===== config.mk =====
export PLATFORM = sky130hd
export DESIGN_NAME = spvel_core
export DESIGN_NICKNAME = d
export VERILOG_FILES = /design/src/rtl/spvel_pkg.sv /design/src/rtl/spvel_link_if.sv /design/src/rtl/spvel_core.sv /design/src/rtl/spvel_tap.sv
export SDC_FILE = /design/constraint.sdc
export NUM_CORES = 1
export LEC_CHECK = 0
export BUFFER_PORTS_ARGS = -buffer_cell sky130_fd_sc_hd__buf_2
export CAP_MARGIN = 20
export CORE_UTILIZATION = 35
export DETAILED_ROUTE_END_ITERATION = 8
export GPL_ROUTABILITY_DRIVEN = 0
export GPL_TIMING_DRIVEN = 0
export PLACE_DENSITY_LB_ADDON = 0.05
export SLEW_MARGIN = 20
export SYNTH_ARGS = -nofsm -noshare
export SYNTH_HDL_FRONTEND = slang
export SYNTH_HIERARCHICAL = 1
export SYNTH_SLANG_ARGS = --single-unit

===== constraint.sdc =====
create_clock -name ref_clk -period 2.2 [get_ports ref_clk]
set_clock_uncertainty 0.05 [all_clocks]
set_input_delay 0.33 -clock ref_clk [delete_from_list [all_inputs] [get_ports ref_clk]]
set_output_delay 0.33 -clock ref_clk [all_outputs]
set_load 0.02 [all_outputs]

===== src/rtl/spvel_pkg.sv =====
// Shared constants and types for the programming-port link block
package spvel_pkg;
    // Timing
    localparam int CLK_HZ        = 50_000_000;
    localparam int ROW_WRITE_NS  = 20_000;
    localparam int ROW_WRITE_CYC = (ROW_WRITE_NS * (CLK_HZ / 1_000_000) + 999) / 1000;

    // Debug test port instruction codes
    localparam int          IR_W        = 5;
    localparam logic [4:0]  IR_ADDRESS  = 5'h08;
    localparam logic [4:0]  IR_DATA     = 5'h09;
    localparam logic [4:0]  IR_CONTROL  = 5'h0A;
    localparam logic [4:0]  IR_FASTDATA = 5'h0E;
    localparam logic [4:0]  IR_BYPASS   = 5'h1F;
    localparam logic [31:0] IR_CAPTURE  = 32'h00000001;

    // Control word layout
    localparam int ACCESS_BIT = 18;
    localparam int ECHO_HI    = 15;
    localparam int ECHO_LO    = 14;

    // Register byte offsets on the bus
    localparam logic [4:0] OFS_NVM_CTRL   = 5'h00;
    localparam logic [4:0] OFS_CONFIG     = 5'h04;
    localparam logic [4:0] OFS_STATUS     = 5'h08;
    localparam logic [4:0] OFS_CMD_WORD   = 5'h0C;
    localparam logic [4:0] OFS_REPLY      = 5'h10;
    localparam logic [4:0] OFS_LAST_HDR   = 5'h14;
    localparam logic [4:0] OFS_REPLY_LAST = 5'h18;

    // nvm_control_reg fields
    localparam int NVM_WR_BIT    = 15;
    localparam int NVM_WRITE_ENABLE_BIT_BIT  = 14;
    localparam int NVM_WRITE_ERROR_FLAG_BIT = 13;

    // Status fields
    localparam int ST_CMD_VALID = 0;
    localparam int ST_ACCESS    = 1;
    localparam int ST_LOCKED    = 2;
    localparam int ST_OVERRUN   = 3;
    localparam int ST_IN_CMD    = 4;
    localparam int ST_RESPOND   = 5;

    // Executive opcodes and response codes
    localparam logic [15:0] OP_GET_CRC   = 16'h0008;
    localparam logic [15:0] OP_LAST_KNOWN = 16'h0008;
    localparam logic [15:0] RESP_PASS    = 16'h0000;
    localparam logic [15:0] RESP_FAIL    = 16'h0002;
    localparam logic [15:0] RESP_NACK    = 16'h0003;

    typedef enum logic [3:0] {
        TAP_RESET   = 4'h0,
        TAP_IDLE    = 4'h1,
        TAP_SEL_DR  = 4'h2,
        TAP_CAP_DR  = 4'h3,
        TAP_SH_DR   = 4'h4,
        TAP_EX1_DR  = 4'h5,
        TAP_PAU_DR  = 4'h6,
        TAP_EX2_DR  = 4'h7,
        TAP_UPD_DR  = 4'h8,
        TAP_SEL_IR  = 4'h9,
        TAP_CAP_IR  = 4'hA,
        TAP_SH_IR   = 4'hB,
        TAP_EX1_IR  = 4'hC,
        TAP_PAU_IR  = 4'hD,
        TAP_EX2_IR  = 4'hE,
        TAP_UPD_IR  = 4'hF
    } spvel_tap_t;

    typedef enum logic [1:0] {
        PH_IDLE    = 2'b00,
        PH_RECEIVE = 2'b01,
        PH_RESPOND = 2'b10
    } spvel_phase_t;
endpackage


===== src/rtl/spvel_link_if.sv =====
// Carrier between the test-port shifter and the executive mailbox
`timescale 1ns/1ps
interface spvel_link_if;
    logic [4:0]  instr;
    logic [31:0] capData;
    logic        updPulse;
    logic [31:0] updData;
    logic        clearActive;

    modport tap  (output instr, output updPulse, output updData, output clearActive,
                  input capData);
    modport core (input instr, input updPulse, input updData, input clearActive,
                  output capData);
endinterface


===== src/rtl/spvel_core.sv =====
// Programming-port link: executive mailbox, nvm control, Avalon-MM registers
//
// Operation
// RL1: Programmer waits 500 ns after busy clears.
// RL2: Programmer clears write enable after row write.
// RL3: Failed program sequence sets write error flag.
// RL4: Programmer reads back and compares all code.
// RL5: Protected device unreadable after a device reset.
// RL6: CRC query: command, address, length, zero word.
// RL7: Without executive, words pass through fast data.
// RL8: Programmer repeats read sequence for every location.
// RL9: 4-wire exit: all-ones mode, clear, power off.
// RL10: 2-wire exit adds one clock pulse.
// RL11: Hold interval before removing programming level.
// RL12: Programmer is master; executive never speaks unasked.
// RL13: One command, one response, collected before next.
// RL14: Programmer clock about 1 MHz recommended; the model clocks at a 160 ns period (6.25 MHz).
// RL15: Commands via fast data; replies via address/data.
// RL16: Reply ready shown by access flag, bit 18.
// RL17: Control write clearing access flag resumes processor.
// RL18: Each reply word is 32 bits.
// RL19: Data replies follow header through successive fetches.
// RL20: Response codes: pass 0, fail 2, unknown 3.
// RL21: Header holds opcode high, length low.
// RL22: CRC query opcode is 8.
`timescale 1ns/1ps
module spvel_core #(
    parameter int ROW_WRITE_CYCLES = spvel_pkg::ROW_WRITE_CYC
) (
    input  wire logic         ref_clk,
    input  wire logic         srst,
    input  wire logic [4:0]   avs_address,
    input  wire logic         avs_read,
    input  wire logic         avs_write,
    input  wire logic [31:0]  avs_writedata,
    output logic [31:0]       avs_readdata,
    output logic              avs_waitrequest,
    input  wire logic         progClockPin,
    input  wire logic         modeSelPin,
    input  wire logic         progDataPin,
    input  wire logic         masterClearPinN,
    output logic              progDataOut,
    output logic              progDataOe
);
    if (ROW_WRITE_CYCLES < 1 || ROW_WRITE_CYCLES > 65535) begin : g_bad_cycles
        $error("ROW_WRITE_CYCLES out of range");
    end

    spvel_link_if lnk ();

    spvel_tap u_tap (
        .ref_clk         (ref_clk),
        .srst            (srst),
        .progClockPin    (progClockPin),
        .modeSelPin      (modeSelPin),
        .progDataPin     (progDataPin),
        .masterClearPinN (masterClearPinN),
        .progDataOut     (progDataOut),
        .progDataOe      (progDataOe),
        .lnk             (lnk.tap)
    );

    ////////////////////////////////////////////////////////////////////////////
    logic                   busAck;
    logic                   wrStb;
    logic                   rdStb;
    logic                   nvmBusy;
    logic                   nvmWren;
    logic                   nvmErr;
    logic [15:0]            busyCnt;
    logic                   protect;
    logic                   locked;
    logic                   clearPrev;
    logic [1:0]             ctrlEcho;
    logic                   access;
    logic [31:0]            replyWord;
    logic                   replyLast;
    logic [31:0]            cmdWord;
    logic                   cmdValid;
    logic [31:0]            lastHdr;
    logic                   overrun;
    spvel_pkg::spvel_phase_t phase;
    logic                   fastWord;
    logic                   consume;
    logic                   swReply;
    logic                   nackNow;

    // One wait cycle for every access
    assign avs_waitrequest = (avs_read || avs_write) && !busAck;
    assign wrStb           = avs_write && busAck;
    assign rdStb           = avs_read && busAck;

    always_ff @(posedge ref_clk) begin
        if (srst) begin
            busAck <= 1'b0;
        end else begin
            busAck <= (avs_read || avs_write) && !busAck;
        end
    end

    ////////////////////////////////////////////////////////////////////////////
    // Flash row write control
    always_ff @(posedge ref_clk) begin
        if (srst) begin
            nvmBusy <= 1'b0;
            nvmWren <= 1'b0;
            nvmErr  <= 1'b0;
            busyCnt <= 16'h0000;
        end else begin
            if (nvmBusy) begin
                busyCnt <= busyCnt - 16'h0001;
                if (busyCnt == 16'h0001) begin
                    nvmBusy <= 1'b0;
                end
            end
            if (wrStb && avs_address == spvel_pkg::OFS_NVM_CTRL && !nvmBusy) begin
                nvmWren <= avs_writedata[spvel_pkg::NVM_WRITE_ENABLE_BIT_BIT];
                if (avs_writedata[spvel_pkg::NVM_WR_BIT]) begin
                    // Start without write enable is a failed sequence
                    if (nvmWren) begin
                        nvmBusy <= 1'b1;
                        busyCnt <= 16'(ROW_WRITE_CYCLES);
                        nvmErr  <= 1'b0;
                    end else begin
                        nvmErr  <= 1'b1; // RL3
                    end
                end else if (!avs_writedata[spvel_pkg::NVM_WRITE_ERROR_FLAG_BIT]) begin
                    nvmErr <= 1'b0;
                end
            end
        end
    end

    ////////////////////////////////////////////////////////////////////////////
    // Code protection: a master clear with protection on locks readback
    always_ff @(posedge ref_clk) begin
        if (srst) begin
            protect   <= 1'b0;
            locked    <= 1'b0;
            clearPrev <= 1'b0;
        end else begin
            clearPrev <= lnk.clearActive;
            if (wrStb && avs_address == spvel_pkg::OFS_CONFIG) begin
                protect <= avs_writedata[0];
            end
            if (protect && lnk.clearActive && !clearPrev) begin
                locked <= 1'b1; // RL5
            end
        end
    end

    ////////////////////////////////////////////////////////////////////////////
    // Executive mailbox
    assign fastWord = lnk.updPulse && lnk.instr == spvel_pkg::IR_FASTDATA; // RL15
    assign consume  = lnk.updPulse && lnk.instr == spvel_pkg::IR_CONTROL
                      && access && !lnk.updData[spvel_pkg::ACCESS_BIT]; // RL17
    assign swReply  = wrStb && !access && phase != spvel_pkg::PH_IDLE
                      && (avs_address == spvel_pkg::OFS_REPLY
                          || avs_address == spvel_pkg::OFS_REPLY_LAST);
    assign nackNow  = fastWord && phase == spvel_pkg::PH_IDLE
                      && lnk.updData[31:16] > spvel_pkg::OP_LAST_KNOWN; // RL20 RL22

    always_ff @(posedge ref_clk) begin
        if (srst) begin
            ctrlEcho <= 2'b00;
        end else if (lnk.updPulse && lnk.instr == spvel_pkg::IR_CONTROL) begin
            ctrlEcho <= lnk.updData[spvel_pkg::ECHO_HI:spvel_pkg::ECHO_LO];
        end
    end

    // Commands flow in word by word; a header opens a new command
    always_ff @(posedge ref_clk) begin
        if (srst || lnk.clearActive) begin
            phase    <= spvel_pkg::PH_IDLE;
            cmdWord  <= 32'h00000000;
            cmdValid <= 1'b0;
            lastHdr  <= 32'h00000000;
            overrun  <= 1'b0;
        end else begin
            if (rdStb && avs_address == spvel_pkg::OFS_CMD_WORD) begin
                cmdValid <= 1'b0;
            end
            if (wrStb && avs_address == spvel_pkg::OFS_STATUS
                && avs_writedata[spvel_pkg::ST_OVERRUN]) begin
                overrun <= 1'b0;
            end
            if (fastWord) begin
                if (phase == spvel_pkg::PH_RESPOND || (cmdValid && !nackNow)) begin
                    overrun <= 1'b1; // RL13
                end else if (phase == spvel_pkg::PH_IDLE) begin
                    lastHdr <= lnk.updData; // RL21
                    if (nackNow) begin
                        phase <= spvel_pkg::PH_RESPOND;
                    end else begin
                        phase    <= spvel_pkg::PH_RECEIVE;
                        cmdWord  <= lnk.updData;
                        cmdValid <= 1'b1;
                    end
                end else begin
                    cmdWord  <= lnk.updData;
                    cmdValid <= 1'b1;
                end
            end
            if (swReply) begin
                phase <= spvel_pkg::PH_RESPOND;
            end
            if (consume && replyLast) begin
                phase <= spvel_pkg::PH_IDLE; // RL13
            end
        end
    end

    // Reply words only exist after a command, one per fetch
    always_ff @(posedge ref_clk) begin
        if (srst || lnk.clearActive) begin
            access    <= 1'b0;
            replyWord <= 32'h00000000;
            replyLast <= 1'b0;
        end else if (nackNow) begin
            access    <= 1'b1; // RL12
            replyWord <= {lnk.updData[31:16], spvel_pkg::RESP_NACK}; // RL20
            replyLast <= 1'b1;
        end else if (swReply) begin
            access    <= 1'b1; // RL19
            replyWord <= avs_writedata; // RL18
            replyLast <= avs_address == spvel_pkg::OFS_REPLY_LAST;
        end else if (consume) begin
            access <= 1'b0; // RL16
        end
    end

    ////////////////////////////////////////////////////////////////////////////
    // Words captured into the test-port shifter
    always_comb begin
        case (lnk.instr)
            spvel_pkg::IR_CONTROL: begin
                lnk.capData = 32'h00000000;
                lnk.capData[spvel_pkg::ACCESS_BIT] = access; // RL16
                lnk.capData[spvel_pkg::ECHO_HI:spvel_pkg::ECHO_LO] = ctrlEcho;
            end
            spvel_pkg::IR_DATA:     lnk.capData = locked ? 32'h00000000 : replyWord; // RL5
            spvel_pkg::IR_FASTDATA: lnk.capData = locked ? 32'h00000000 : replyWord;
            default:                lnk.capData = 32'h00000000;
        endcase
    end

    ////////////////////////////////////////////////////////////////////////////
    always_ff @(posedge ref_clk) begin
        if (srst) begin
            avs_readdata <= 32'h00000000;
        end else if (avs_read && !busAck) begin
            case (avs_address)
                spvel_pkg::OFS_NVM_CTRL: avs_readdata <= {16'h0000, nvmBusy, nvmWren, nvmErr,
                                                          13'h0000};
                spvel_pkg::OFS_CONFIG:   avs_readdata <= {31'h00000000, protect};
                spvel_pkg::OFS_STATUS:   avs_readdata <= {26'h0000000,
                                                          phase == spvel_pkg::PH_RESPOND,
                                                          phase != spvel_pkg::PH_IDLE,
                                                          overrun, locked, access, cmdValid};
                spvel_pkg::OFS_CMD_WORD: avs_readdata <= cmdWord;
                spvel_pkg::OFS_LAST_HDR: avs_readdata <= lastHdr;
                default:                 avs_readdata <= 32'h00000000;
            endcase
        end
    end
endmodule // spvel_core


===== src/rtl/spvel_tap.sv =====
// Test-port state machine and shifter, sampling the programmer's pins
`timescale 1ns/1ps
module spvel_tap (
    input  wire logic   ref_clk,
    input  wire logic   srst,
    input  wire logic   progClockPin,
    input  wire logic   modeSelPin,
    input  wire logic   progDataPin,
    input  wire logic   masterClearPinN,
    output logic        progDataOut,
    output logic        progDataOe,
    spvel_link_if.tap   lnk
);
    ////////////////////////////////////////////////////////////////////////////
    function automatic spvel_pkg::spvel_tap_t tapNext(spvel_pkg::spvel_tap_t s, logic m);
        case (s)
            spvel_pkg::TAP_RESET:  tapNext = m ? spvel_pkg::TAP_RESET  : spvel_pkg::TAP_IDLE;
            spvel_pkg::TAP_IDLE:   tapNext = m ? spvel_pkg::TAP_SEL_DR : spvel_pkg::TAP_IDLE;
            spvel_pkg::TAP_SEL_DR: tapNext = m ? spvel_pkg::TAP_SEL_IR : spvel_pkg::TAP_CAP_DR;
            spvel_pkg::TAP_CAP_DR: tapNext = m ? spvel_pkg::TAP_EX1_DR : spvel_pkg::TAP_SH_DR;
            spvel_pkg::TAP_SH_DR:  tapNext = m ? spvel_pkg::TAP_EX1_DR : spvel_pkg::TAP_SH_DR;
            spvel_pkg::TAP_EX1_DR: tapNext = m ? spvel_pkg::TAP_UPD_DR : spvel_pkg::TAP_PAU_DR;
            spvel_pkg::TAP_PAU_DR: tapNext = m ? spvel_pkg::TAP_EX2_DR : spvel_pkg::TAP_PAU_DR;
            spvel_pkg::TAP_EX2_DR: tapNext = m ? spvel_pkg::TAP_UPD_DR : spvel_pkg::TAP_SH_DR;
            spvel_pkg::TAP_UPD_DR: tapNext = m ? spvel_pkg::TAP_SEL_DR : spvel_pkg::TAP_IDLE;
            spvel_pkg::TAP_SEL_IR: tapNext = m ? spvel_pkg::TAP_RESET  : spvel_pkg::TAP_CAP_IR;
            spvel_pkg::TAP_CAP_IR: tapNext = m ? spvel_pkg::TAP_EX1_IR : spvel_pkg::TAP_SH_IR;
            spvel_pkg::TAP_SH_IR:  tapNext = m ? spvel_pkg::TAP_EX1_IR : spvel_pkg::TAP_SH_IR;
            spvel_pkg::TAP_EX1_IR: tapNext = m ? spvel_pkg::TAP_UPD_IR : spvel_pkg::TAP_PAU_IR;
            spvel_pkg::TAP_PAU_IR: tapNext = m ? spvel_pkg::TAP_EX2_IR : spvel_pkg::TAP_PAU_IR;
            spvel_pkg::TAP_EX2_IR: tapNext = m ? spvel_pkg::TAP_UPD_IR : spvel_pkg::TAP_SH_IR;
            spvel_pkg::TAP_UPD_IR: tapNext = m ? spvel_pkg::TAP_SEL_DR : spvel_pkg::TAP_IDLE;
            default:               tapNext = spvel_pkg::TAP_RESET;
        endcase
    endfunction

    logic [3:0]          syncA;
    logic [3:0]          syncB;
    logic                clkPrev;
    logic                clkRise;
    logic                clkFall;
    logic                tmsS;
    logic                tdiS;
    spvel_pkg::spvel_tap_t state;
    logic [31:0]         drShift;
    logic [4:0]          irShift;

    ////////////////////////////////////////////////////////////////////////////
    // Pins cross into ref_clk through two flops
    always_ff @(posedge ref_clk) begin
        if (srst) begin
            syncA   <= 4'h1;
            syncB   <= 4'h1;
            clkPrev <= 1'b0;
        end else begin
            syncA   <= {progClockPin, modeSelPin, progDataPin, masterClearPinN};
            syncB   <= syncA;
            clkPrev <= syncB[3];
        end
    end

    assign clkRise = syncB[3] & ~clkPrev;
    assign clkFall = ~syncB[3] & clkPrev;
    assign tmsS    = syncB[2];
    assign tdiS    = syncB[1];

    always_ff @(posedge ref_clk) begin
        if (srst) begin
            lnk.clearActive <= 1'b1;
        end else begin
            lnk.clearActive <= ~syncB[0];
        end
    end

    ////////////////////////////////////////////////////////////////////////////
    // Five rising edges with mode select high always end in reset
    always_ff @(posedge ref_clk) begin
        if (srst || lnk.clearActive) begin
            state <= spvel_pkg::TAP_RESET;
        end else if (clkRise) begin
            state <= tapNext(state, tmsS);
        end
    end

    always_ff @(posedge ref_clk) begin
        if (srst || lnk.clearActive || state == spvel_pkg::TAP_RESET) begin
            lnk.instr <= spvel_pkg::IR_BYPASS;
            irShift   <= 5'h00;
        end else if (clkRise) begin
            case (state)
                spvel_pkg::TAP_CAP_IR: irShift   <= spvel_pkg::IR_CAPTURE[4:0];
                spvel_pkg::TAP_SH_IR:  irShift   <= {tdiS, irShift[4:1]};
                spvel_pkg::TAP_UPD_IR: lnk.instr <= irShift;
                default:               irShift   <= irShift;
            endcase
        end
    end

    // Update acts on the rising edge that leaves the update state
    always_ff @(posedge ref_clk) begin
        if (srst) begin
            drShift      <= 32'h00000000;
            lnk.updPulse <= 1'b0;
            lnk.updData  <= 32'h00000000;
        end else begin
            lnk.updPulse <= 1'b0;
            if (clkRise) begin
                case (state)
                    spvel_pkg::TAP_CAP_DR: drShift <= lnk.capData;
                    spvel_pkg::TAP_SH_DR:  drShift <= {tdiS, drShift[31:1]};
                    spvel_pkg::TAP_UPD_DR: begin
                        lnk.updPulse <= 1'b1;
                        lnk.updData  <= drShift;
                    end
                    default:               drShift <= drShift;
                endcase
            end
        end
    end

    // Output changes on the falling link edge
    always_ff @(posedge ref_clk) begin
        if (srst) begin
            progDataOut <= 1'b0;
            progDataOe  <= 1'b0;
        end else if (clkFall) begin
            progDataOut <= (state == spvel_pkg::TAP_SH_IR) ? irShift[0] : drShift[0];
            progDataOe  <= (state == spvel_pkg::TAP_SH_IR) || (state == spvel_pkg::TAP_SH_DR);
        end
    end
endmodule // spvel_tap


==> metrics.md, run 1 <==
| Metric | Value |
|---|---|
| Final critical-path setup slack | 114 ps |
| Detailed Route Iter0 Violations | 499 |
| Die X-Extent | 175 um |
| Number of design rule violations left after detail routing | 0 |
| Post-synthesis instance area | 0.0105 mm^2 |
| Slew Viols, Final | 0 |
| Num ports | 80 |
| Setup_tns | 0 ps |
| Peak clock frequency supported by timing | 479 MHz |
| Ranking of synthesized cells by area | sky130_fd_sc_hd__dfxtp_1, sky130_fd_sc_hd__nand2_1, sky130_fd_sc_hd__mux2i_1 |
| Flop and latch count out of synthesis | 250 |
| Number of buffers inserted during clock tree synthesis | 29 |
| HPWL after DPL | 22500 um |
| Sink count of the clock tree | 250 |
| Areal power density over the cells | 744 mW/mm^2 |
| Core Region | 0.0291 mm^2 |
| Area enclosed by the die boundary | 0.0306 mm^2 |
| Placement Rows | 62 |
| Fraction of final layout cells with drive strength greater than 1 | 17.6% |
| CTS tree | done |
| Leak | 4.48 nW |
| Commonest cells after routing, fill and taps aside | sky130_fd_sc_hd__dfxtp_1, sky130_fd_sc_hd__nand2_1, sky130_fd_sc_hd__nor2_1 |
| Buffer levels on the longest clock path | 3 |
| Number of enable flip-flop cells after synthesis | 0 |
| Slack of the worst reg-to-reg path | 110 ps |
| Drt via density | 5.05 |
| Global route overflow | 0 |
| Starting Density | 36.0% |
| Critical path data required time | 2600 ps |
| Number of cell instances on the worst register-to-register path | 5 |
| Most common cell after layout, fill and taps aside | sky130_fd_sc_hd__dfxtp_1 |
| Number of global-route vias before repair | 8202 |
| Total wire length | 31100 um |
| VDD IR-drop max | 0.000461 V |
| Vias | 8643 |
| Destination of the worst register-to-register timing path | replyWord[30]$_SDFFE_PP0P_ |
| Warning count from the yosys run | 6 |
| Count of different cell masters after synthesis | 70 |
| Antenna diode instance count | 0 |
| Per-cell routed wire length | 18.2 um |
| Final Hold Viols | 0 |
| Wire length of the first global-routing pass | 48800 um |
| Setup violations, final | 0 |
| Result of the run | finished, final reports clean |
| Share of flip-flops with an asynchronous set or reset | 0% |
| Pin count of the biggest net entering global routing | 14 |
| Remaining number of nets flagged by the antenna check after routing | 0 |
| Final min period | 2090 ps |
| Origin of the critical flop-to-flop path | phase[0]$_SDFFE_PP0P_ |
| Kind of path behind the tightest hold check | input pin to flop |
| Number of H-tree branching levels | 1 |
| Max_slew headroom | 45.0% |
| Unrepaired setup endpoints after global routing | false |
| # Max-Cap Violations | 0 |
| Kind of launch point of the worst setup path | flop |
| Hold depth | 3 |
| Cell count after synthesis | 1178 |
| Post-synthesis cell type with the largest combined area | sky130_fd_sc_hd__dfxtp_1 |
| Yosys top cell area share | 47.7% |
| Share of synthesized area occupied by flip-flops and latches | 47.7% |
| Ratio of final minimum period to clock period | 94.8% |
| Worst Tran Pin Value | 826 ps |
| Largest fanout on the critical path | 10 |
| Length of the first detailed-routing pass in iterations | 5 |
| Worst Hold Path EP | nvmWren$_SDFFE_PP0P_ |
| Post-synth net total | 1225 |
| Layout Nets | 1353 |
| Layout overhead on the synthesized area | 19.5% |
| Critical path start-end classification | flop to flop |
| Antenna violations before repair | 0 |
| Crit path arrival time | 2490 ps |
| Root buf cell | sky130_fd_sc_hd__clkbuf_16 |
| Endpoint kind of the worst setup timing path | flop |
| Startpoint of the most critical hold path | avs_writedata[14] |
| Worst-case hold slack | 18.1 ps |
| Post-synthesis average cell area | 8.90 um^2 |
| Minimum setup slack after placement | -403 ps |
| Clock edge transition at the registers on the reported setup and hold paths | 60 ps |
| All-Layer GR Usage | 20.4% |
| Die span in y | 175 um |
| Main flop type after synthesis | sky130_fd_sc_hd__dfxtp_1 |
| Number of I/O port buffers | 78 |
| Worst-skew pair later-pin latency | 540 ps |
[sequential cells by signal, summed over array words and instances, names as in the netlist, 2 cells and up]
register,count
busyCnt,16
u_tap/drShift,32
avs_readdata,32
u_tap/syncB,4
lastHdr,32
u_tap/syncA,4
replyWord,32
ctrlEcho,2
u_tap/lnk.instr,5
u_tap/state,4
cmdWord,32
phase,2
u_tap/irShift,5
u_tap/lnk.updData,32
[through the flow]
step | utilization [%] | power, mW | std cells | instance area, um^2
6_report | 43.1 | 9.33 | 1710 | 12500
5_1_grt | 43.1 | 9.67 | 1710 | 12500
3_5_place_dp | 39.0 | 4.94 | 1640 | 11400
2_1_floorplan | - | 4.80 | 1178 | 10500
4_1_cts | 42.7 | 9.45 | 1707 | 12400
3_3_place_gp | 39.0 | 4.94 | 1640 | 11400
[cell type report]
| cell class | count | area [um^2] |
|---|---|---|
| fill | 2975 | 16600 |
| multi-input combinational | 836 | 5120 |
| sequential | 250 | 5000 |
| clock buffer | 42 | 825 |
| timing repair buffer | 98 | 578 |
| tap | 384 | 480 |
| buffer | 85 | 453 |
| clock inverter | 9 | 50.0 |
| inverter | 6 | 22.5 |
[power breakdown]
part           internal [mW]  switching, mW
Combinational          0.101          0.205
Sequential              4.54         0.0110
Clock                   2.58           1.89
Total                   7.22           2.10
[cell usage after synthesis, drive strengths merged, types with 4 or more instances]
| master | instances |
|---|---|
| a31oi | 11 |
| nand3 | 10 |
| xor2 | 5 |
| a21oi | 108 |
| nor4b | 5 |
| nor3 | 10 |
| or2 | 6 |
| dfxtp | 250 |
| nand2b | 10 |
| nor2 | 114 |
| nand4 | 6 |
| mux2 | 12 |
| a22oi | 31 |
| clkbuf | 53 |
| nand3b | 6 |
| buf | 33 |
| xnor2 | 10 |
| a311oi | 6 |
| nand2 | 232 |
| nor4 | 5 |
| nor3b | 5 |
| inv | 6 |
| o2bb2ai | 4 |
| mux2i | 80 |
| o21ai | 38 |
| a211oi | 35 |
| and2 | 30 |
| nor2b | 17 |
[layer usage]
metal  global-route usage (%)  vias to the layer above  wire length (um)
li1                         -                     4339                 -
met2                     32.1                      152             13800
met3                     2.28                       46               877
met5                        0                        -                 0
met1                     29.4                     4106             15700
met4                     5.29                        0               673
[worst max-delay path, cell delays in order (launching register included)]
cell                       delay, ps
sky130_fd_sc_hd__dfxtp_1         360
sky130_fd_sc_hd__or2_2           360
sky130_fd_sc_hd__nand3_1         310
sky130_fd_sc_hd__clkbuf_1        530
sky130_fd_sc_hd__nand2_1         140
sky130_fd_sc_hd__a311oi_2        250
[what timing repair did]
action,CTS,global route
hold buffers,15,0
hold endpoints to repair,15,0
endpoints found under the setup margin,146,171
cloned,0,0
setup buffers,2,3
gates resized for setup,12,31
pin swaps,0,4
[how the worst max path moves through the flow]
| stage | start | to | slack, ps | cells past startpoint |
|---|---|---|---|---|
| global placement | u_tap/lnk.instr[2]$_SDFFE_PP1P_ | u_tap/drShift[12]$_SDFFE_PP0P_ | -420 | 7 |
| detailed placement | u_tap/lnk.instr[2]$_SDFFE_PP1P_ | u_tap/drShift[18]$_SDFFE_PP0P_ | -400 | 7 |
| CTS | u_tap/lnk.clearActive$_SDFF_PP1_ | cmdWord[24]$_SDFFE_PP0P_ | 5 | 5 |
| finish | phase[0]$_SDFFE_PP0P_ | replyWord[30]$_SDFFE_PP0P_ | 110 | 5 |
| global route | u_tap/state[1]$_SDFFE_PP0P_ | u_tap/lnk.instr[3]$_SDFFE_PP1P_ | 7 | 6 |
| floorplan | busyCnt[0]$_SDFF_PP0_ | busyCnt[14]$_SDFF_PP0_ | 310 | 7 |
[kinds of logic after synthesis]
kind of cell	Yosys count	synth area share, %
buf+inv	92	4.29
simple gates	470	20.6
xor+xnor	15	1.25
fa+ha+maj	2	0.239
flops	250	47.7
mux	92	8.93
compound gates	257	16.9
(Power assumes the default switching activity.)
==> inputs of run 2 (changes only) <==
- CAP_MARGIN: 20 -> 25
- clock period: 2.2 -> 1.73 ns (I/O delays scaled with it)
==> metrics.md, run 2 (synthesis results as in run 1) <==
| Metric | Value |
|---|---|
| Most common cell after layout, fill and taps aside | sky130_fd_sc_hd__dfxtp_1 |
| Layout Nets | 1413 |
| Area of all sequential standard cells | 0.00504 mm^2 |
| Kind of launch point of the worst setup path | flop |
| Max_slew headroom | 46.5% |
| Number of buffers inserted during clock tree synthesis | 30 |
| VDD IR-drop max | 0.000636 V |
| Critical path data required time | 2150 ps |
| Critical path start-end classification | flop to flop |
| Die X-Extent | 175 um |
| Commonest cells after routing, fill and taps aside | sky130_fd_sc_hd__dfxtp_1, sky130_fd_sc_hd__nand2_1, sky130_fd_sc_hd__nor2_1 |
| Final min period | 1870 ps |
| Areal power density over the cells | 883 mW/mm^2 |
| Post-Layout Inst Area | 0.0146 mm^2 |
| Pin count of the biggest net entering global routing | 15 |
| Core Region | 0.0291 mm^2 |
| Length of the first detailed-routing pass in iterations | 5 |
| Cell breakdown of the critical path | nor4_4 -> and4_4 -> or2_4 -> buf_6 -> nor2_2 -> a311oi_1 |
| Total wire length | 33500 um |
| Combined area of the multi-input logic cells | 0.00579 mm^2 |
| Sink count of the clock tree | 250 |
| Slew Viols, Final | 0 |
| Worst-skew pair later-pin latency | 560 ps |
| All-Layer GR Usage | 21.5% |
| Per-cell routed wire length | 18.9 um |
| Worst Tran Pin Value | 803 ps |
| Largest fanout on the critical path | 6 |
| Number of design rule violations left after detail routing | 0 |
| CP bufs+invs | 1 |
| Buffer levels on the longest clock path | 3 |
| Number of global-route vias before repair | 8520 |
| Crit path arrival time | 2280 ps |
| Peak clock frequency supported by timing | 536 MHz |
| Final critical-path setup slack | -136 ps |
| Placement Rows | 62 |
| Result of the run | finished, violations left |
| CTS tree | done |
| Count of fill cells added during filler insertion | 2855 |
| Area enclosed by the die boundary | 0.0306 mm^2 |
| Clock edge transition at the registers on the reported setup and hold paths | 60 ps |
| Root buf cell | sky130_fd_sc_hd__clkbuf_16 |
| Cell with the biggest individual delay on the critical path | sky130_fd_sc_hd__dfxtp_4 |
| Critical Path Max Stage Delay | 360 ps |
| Number of I/O port buffers | 78 |
| Die span in y | 175 um |
| HPWL after DPL | 22500 um |
| Unrepaired setup endpoints after global routing | true |
| Final Hold Viols | 0 |
| Violated checks | negative setup slack |
| Detailed Route Iter0 Violations | 565 |
| Layout overhead on the synthesized area | 38.9% |
| Leak | 5.27 nW |
| Antenna diode instance count | 0 |
| Dpl cell area | 0.0114 mm^2 |
| Remaining number of nets flagged by the antenna check after routing | 0 |
| Num ports | 80 |
| Fraction of final layout cells with drive strength greater than 1 | 34.3% |
| Setup violations, final | 125 |
| Wire length of the first global-routing pass | 51100 um |
| Drt via density | 5.08 |
| Number of H-tree branching levels | 1 |
| Starting Density | 36.0% |
| Global route overflow | 0 |
| # Max-Cap Violations | 0 |
| Kind of path behind the tightest hold check | input pin to flop |
| Vias | 9014 |
| Ratio of final minimum period to clock period | 108% |
| Endpoint kind of the worst setup timing path | flop |
| Antenna violations before repair | 0 |
| Worst-case hold slack | 33.5 ps |
| Dominant delay contributor by cell family on the critical path | simple AND/OR/NAND/NOR gates |
run 2: layout make-up:
class                      instances  share of cell area, %
buffer                            81                   5.12
clock buffer                      42                   6.23
clock inverter                    14                   1.06
inverter                           6                  0.155
multi-input combinational        837                   39.8
sequential                       250                   34.6
tap                              384                   3.30
timing repair buffer             160                   9.73
run 2: power by group:
part	total [mW]	switching [mW]	internal (mW)
Sequential	5.78	0.0138	5.77
Combinational	0.464	0.288	0.176
Clock	6.61	2.52	4.09
run 2: path summary, 6_finish.rpt:
kind / cells after the start / end / slack, ps / startpoint
worst max-delay path: 6 / replyWord[18]$_SDFFE_PP0P_ / -140 / u_tap/lnk.updData[29]$_SDFFE_PP0P_
worst min-delay path: 3 / busAck$_SDFF_PP0_ / 30 / avs_read
worst max register to register: 6 / replyWord[18]$_SDFFE_PP0P_ / -140 / u_tap/lnk.updData[29]$_SDFFE_PP0P_
worst min register to register: 1 / u_tap/lnk.clearActive$_SDFF_PP1_ / 330 / u_tap/syncB[0]$_SDFF_PP1_
run 2: routing by layer:
layer,vias up,routed length [um],GRT usage [%],part of all wire [%]
met1,4344,16100,29.8,48
met3,44,1260,3.33,3.8
met2,157,15600,35.2,47
met4,0,556,4.78,1.7
li1,4469,-,-,-
met5,-,0,0,0
run 2: through the flow:
step,setup TNS (ps),setup WS [ps],utilization [%],instances,total power [mW]
floorplan,-819,-72.2,-,1178,6.10
global placement,-128240,-954,39.1,1640,6.28
detailed placement,-126730,-935,39.1,1640,6.28
CTS,-7570,-118,47.4,1761,13.0
global route,-18500,-207,50.1,1774,13.3
finish,-9340,-136,50.1,1774,12.9
run 2: what timing repair did:
item                                   in CTS  in global routing
hold buffers                               27                  0
gates resized for setup                   182                189
endpoints found under the hold margin      29                  0
pin swaps                                  71                 63
setup buffers                              33                  9
setup endpoints to repair                 223                207
cloned                                      9                  5
run 2: tightest hold or removal path: cells and delay by family:
family | cells | cell delay, ps
buffers and inverters | 1 | 140
and+or+nand+nor | 2 | 180
==> inputs of run 3 (changes only) <==
- ABC_AREA: unset -> 1
==> metrics.md, run 3 <==
| Metric | Value |
|---|---|
| Count of different cell masters after synthesis | 41 |
| Area enclosed by the die boundary | 0.0319 mm^2 |
| Number of design rule violations left after detail routing | 0 |
| Total wire length | 33200 um |
| Violated checks | negative setup slack |
| Remaining number of nets flagged by the antenna check after routing | 0 |
| Kind of path behind the tightest hold check | input pin to flop |
| Simple-gate share of the synthesized area | 24.8% |
| Number of buffers inserted during clock tree synthesis | 29 |
| Peak clock frequency supported by timing | 572 MHz |
| # Max-Cap Violations | 0 |
| Crit path arrival time | 2090 ps |
| Length of the first detailed-routing pass in iterations | 5 |
| Final critical-path setup slack | -18.6 ps |
| Combined area of the multi-input logic cells | 0.00528 mm^2 |
| Areal power density over the cells | 856 mW/mm^2 |
| Per-cell routed wire length | 15.6 um |
| Cell count after synthesis | 1536 |
| Kind of launch point of the worst setup path | flop |
| Destination of the worst register-to-register timing path | lastHdr[1]$_SDFFE_PP0P_ |
| HPWL after DPL | 24400 um |
| Die span in y | 179 um |
| CTS tree | done |
| Sink count of the clock tree | 250 |
| Final Hold Viols | 0 |
| Buffer levels on the longest clock path | 3 |
| Post-synthesis instance area | 0.0109 mm^2 |
| Antenna violations before repair | 0 |
| Adder-cell area share of the yosys netlist | 0.229% |
| Most common cell after layout, fill and taps aside | sky130_fd_sc_hd__nand2_1 |
| Slew Viols, Final | 0 |
| Max_slew headroom | 51.5% |
| Drt via density | 4.75 |
| Share of synthesized area occupied by flip-flops and latches | 45.9% |
| Setup violations, final | 9 |
| Worst-case hold slack | 12.4 ps |
| Layout overhead on the synthesized area | 30.5% |
| Root buf cell | sky130_fd_sc_hd__clkbuf_16 |
| All-Layer GR Usage | 20.9% |
| Num ports | 80 |
| Most common cell in the synthesized netlist | sky130_fd_sc_hd__nand2_1 |
| Top cells by count, synth | sky130_fd_sc_hd__nand2_1, sky130_fd_sc_hd__dfxtp_1, sky130_fd_sc_hd__inv_1 |
| Commonest cells after routing, fill and taps aside | sky130_fd_sc_hd__nand2_1, sky130_fd_sc_hd__dfxtp_1, sky130_fd_sc_hd__inv_1 |
| Compound-cell area share of the yosys netlist | 16.9% |
| Worst Tran Pin Value | 728 ps |
| VDD IR-drop max | 0.000887 V |
| Antenna diode instance count | 0 |
| Post-synth net total | 1583 |
| Die X-Extent | 179 um |
| Main flop type after synthesis | sky130_fd_sc_hd__dfxtp_1 |
| Pin count of the biggest net entering global routing | 15 |
| Leak | 5.53 nW |
| Area of all sequential standard cells | 0.00503 mm^2 |
| Post-synthesis cell type with the largest combined area | sky130_fd_sc_hd__dfxtp_1 |
| Warning count from the yosys run | 6 |
| Share of flip-flops with an asynchronous set or reset | 0% |
| Count of fill cells added during filler insertion | 3233 |
| Core Region | 0.0306 mm^2 |
| Fraction of final layout cells with drive strength greater than 1 | 23.2% |
| Number of I/O port buffers | 79 |
| Number of cell instances on the worst register-to-register path | 11 |
| Critical path launch point | u_tap/lnk.updData[18]$_SDFFE_PP0P_ |
| Vias | 10069 |
| Yosys top cell area share | 45.9% |
| Number of enable flip-flop cells after synthesis | 0 |
| Termination of the worst setup path | lastHdr[1]$_SDFFE_PP0P_ |
| Worst-skew pair later-pin latency | 540 ps |
| Detailed Route Iter0 Violations | 453 |
| Clock edge transition at the registers on the reported setup and hold paths | 60 ps |
| Number of H-tree branching levels | 1 |
| Post-synthesis xor/xnor area fraction | 0.803% |
| Endpoint kind of the worst setup timing path | flop |
| Origin of the critical flop-to-flop path | u_tap/lnk.updData[18]$_SDFFE_PP0P_ |
| Global route overflow | 0 |
| Wire length of the first global-routing pass | 51900 um |
| Flop and latch count out of synthesis | 250 |
| Starting Density | 35.7% |
| Final min period | 1750 ps |
| Post-synthesis average cell area | 7.10 um^2 |
| Result of the run | finished, violations left |
| Placement Rows | 64 |
| Setup_tns | -68.8 ps |
| Critical path start-end classification | flop to flop |
| Critical path data required time | 2080 ps |
| Slack of the worst reg-to-reg path | -20 ps |
| Main combinational cell family by area after synthesis | simple AND/OR/NAND/NOR gates |
| Utilization after layout | 46.5% |
| Ranking of synthesized cells by area | sky130_fd_sc_hd__dfxtp_1, sky130_fd_sc_hd__nand2_1, sky130_fd_sc_hd__a21oi_1 |
| Unrepaired setup endpoints after global routing | true |
| Ratio of final minimum period to clock period | 101% |
| Multiplexer fraction of the synthesized cell area | 0% |
| Layout Nets | 1756 |
| Number of global-route vias before repair | 9541 |
| Largest fanout on the critical path | 7 |
| Overall power after layout | 12.2 mW |
==> run 3: repair_timing <==
action,CTS,global route
hold endpoints to repair,31,0
pin swaps,4,36
gates resized for setup,54,251
gates cloned,3,6
setup endpoints to repair,161,150
hold buffers,31,0
buffers inserted,13,13
==> run 3: cells by family after synthesis <==
group                    count (synthesis)
flip-flops                             250
AO/OA/AOI/OAI                          351
AND/OR/NAND/NOR                        642
adder cells (fa/ha/maj)                  2
buffers and inverters                  281
XOR/XNOR                                10
==> run 3: how the worst min path moves through the flow <==
stage,from,end,slack (ps),depth (start not counted)
final,avs_writedata[23],replyWord[23]$_SDFFE_PP0P_,10,3
after global placement,u_tap/syncB[0]$_SDFF_PP1_,u_tap/lnk.clearActive$_SDFF_PP1_,300,1
after CTS,avs_writedata[23],replyWord[23]$_SDFFE_PP0P_,1,3
after detailed placement,u_tap/syncB[0]$_SDFF_PP1_,u_tap/lnk.clearActive$_SDFF_PP1_,310,1
after floorplan,u_tap/syncB[0]$_SDFF_PP1_,u_tap/lnk.clearActive$_SDFF_PP1_,300,1
after global routing,avs_writedata[23],replyWord[23]$_SDFFE_PP0P_,20,3
==> run 3: where the power goes <==
| part | internal, mW | leakage, nW | switching (mW) |
|---|---|---|---|
| Clock | 3.60 | 0.453 | 2.35 |
| Sequential | 5.77 | 2.02 | 0.0158 |
| Combinational | 0.152 | 3.06 | 0.288 |
==> run 3: per-layer routing <==
metal  vias up  wire [um]  track usage (%)
li1       5257          -                -
met1      4591      16300             29.5
met2       180      15200             34.0
met3        41       1270             2.22
met4         0        448             4.41
met5         -          0                0
==> run 3: area by class of cell <==
cell class | count | area share [%]
clock buffers | 42 | 5.87
clock inverters | 6 | 0.589
inverters | 194 | 5.14
well taps | 396 | 3.48
multi-input cells | 1006 | 37.1
flip-flops and latches | 250 | 35.3
plain buffers | 85 | 4.85
repair buffers | 143 | 7.61
==> run 3: metrics by stage <==
stage / cell area [um^2] / instances / setup WS (ps)
floorplan: 10900 / 1536 / 56.1
global placement: 11800 / 2011 / -589
detailed placement: 11800 / 2011 / -611
CTS: 13300 / 2105 / -13.3
global route: 14200 / 2122 / -109
finish: 14200 / 2122 / -18.6
==> run 3: worst max-delay path, stage by stage, from the launching register on <==
cell                        delay (ps)
sky130_fd_sc_hd__dfxtp_1           460
sky130_fd_sc_hd__inv_2              80
sky130_fd_sc_hd__nand2_1            70
sky130_fd_sc_hd__nand2_1            90
sky130_fd_sc_hd__nand3_2           140
sky130_fd_sc_hd__nand2_4            70
sky130_fd_sc_hd__buf_12            140
sky130_fd_sc_hd__nand2_8           100
sky130_fd_sc_hd__nand2_8           100
sky130_fd_sc_hd__clkbuf_16         180
sky130_fd_sc_hd__nand2_2            50
sky130_fd_sc_hd__a21oi_1            50
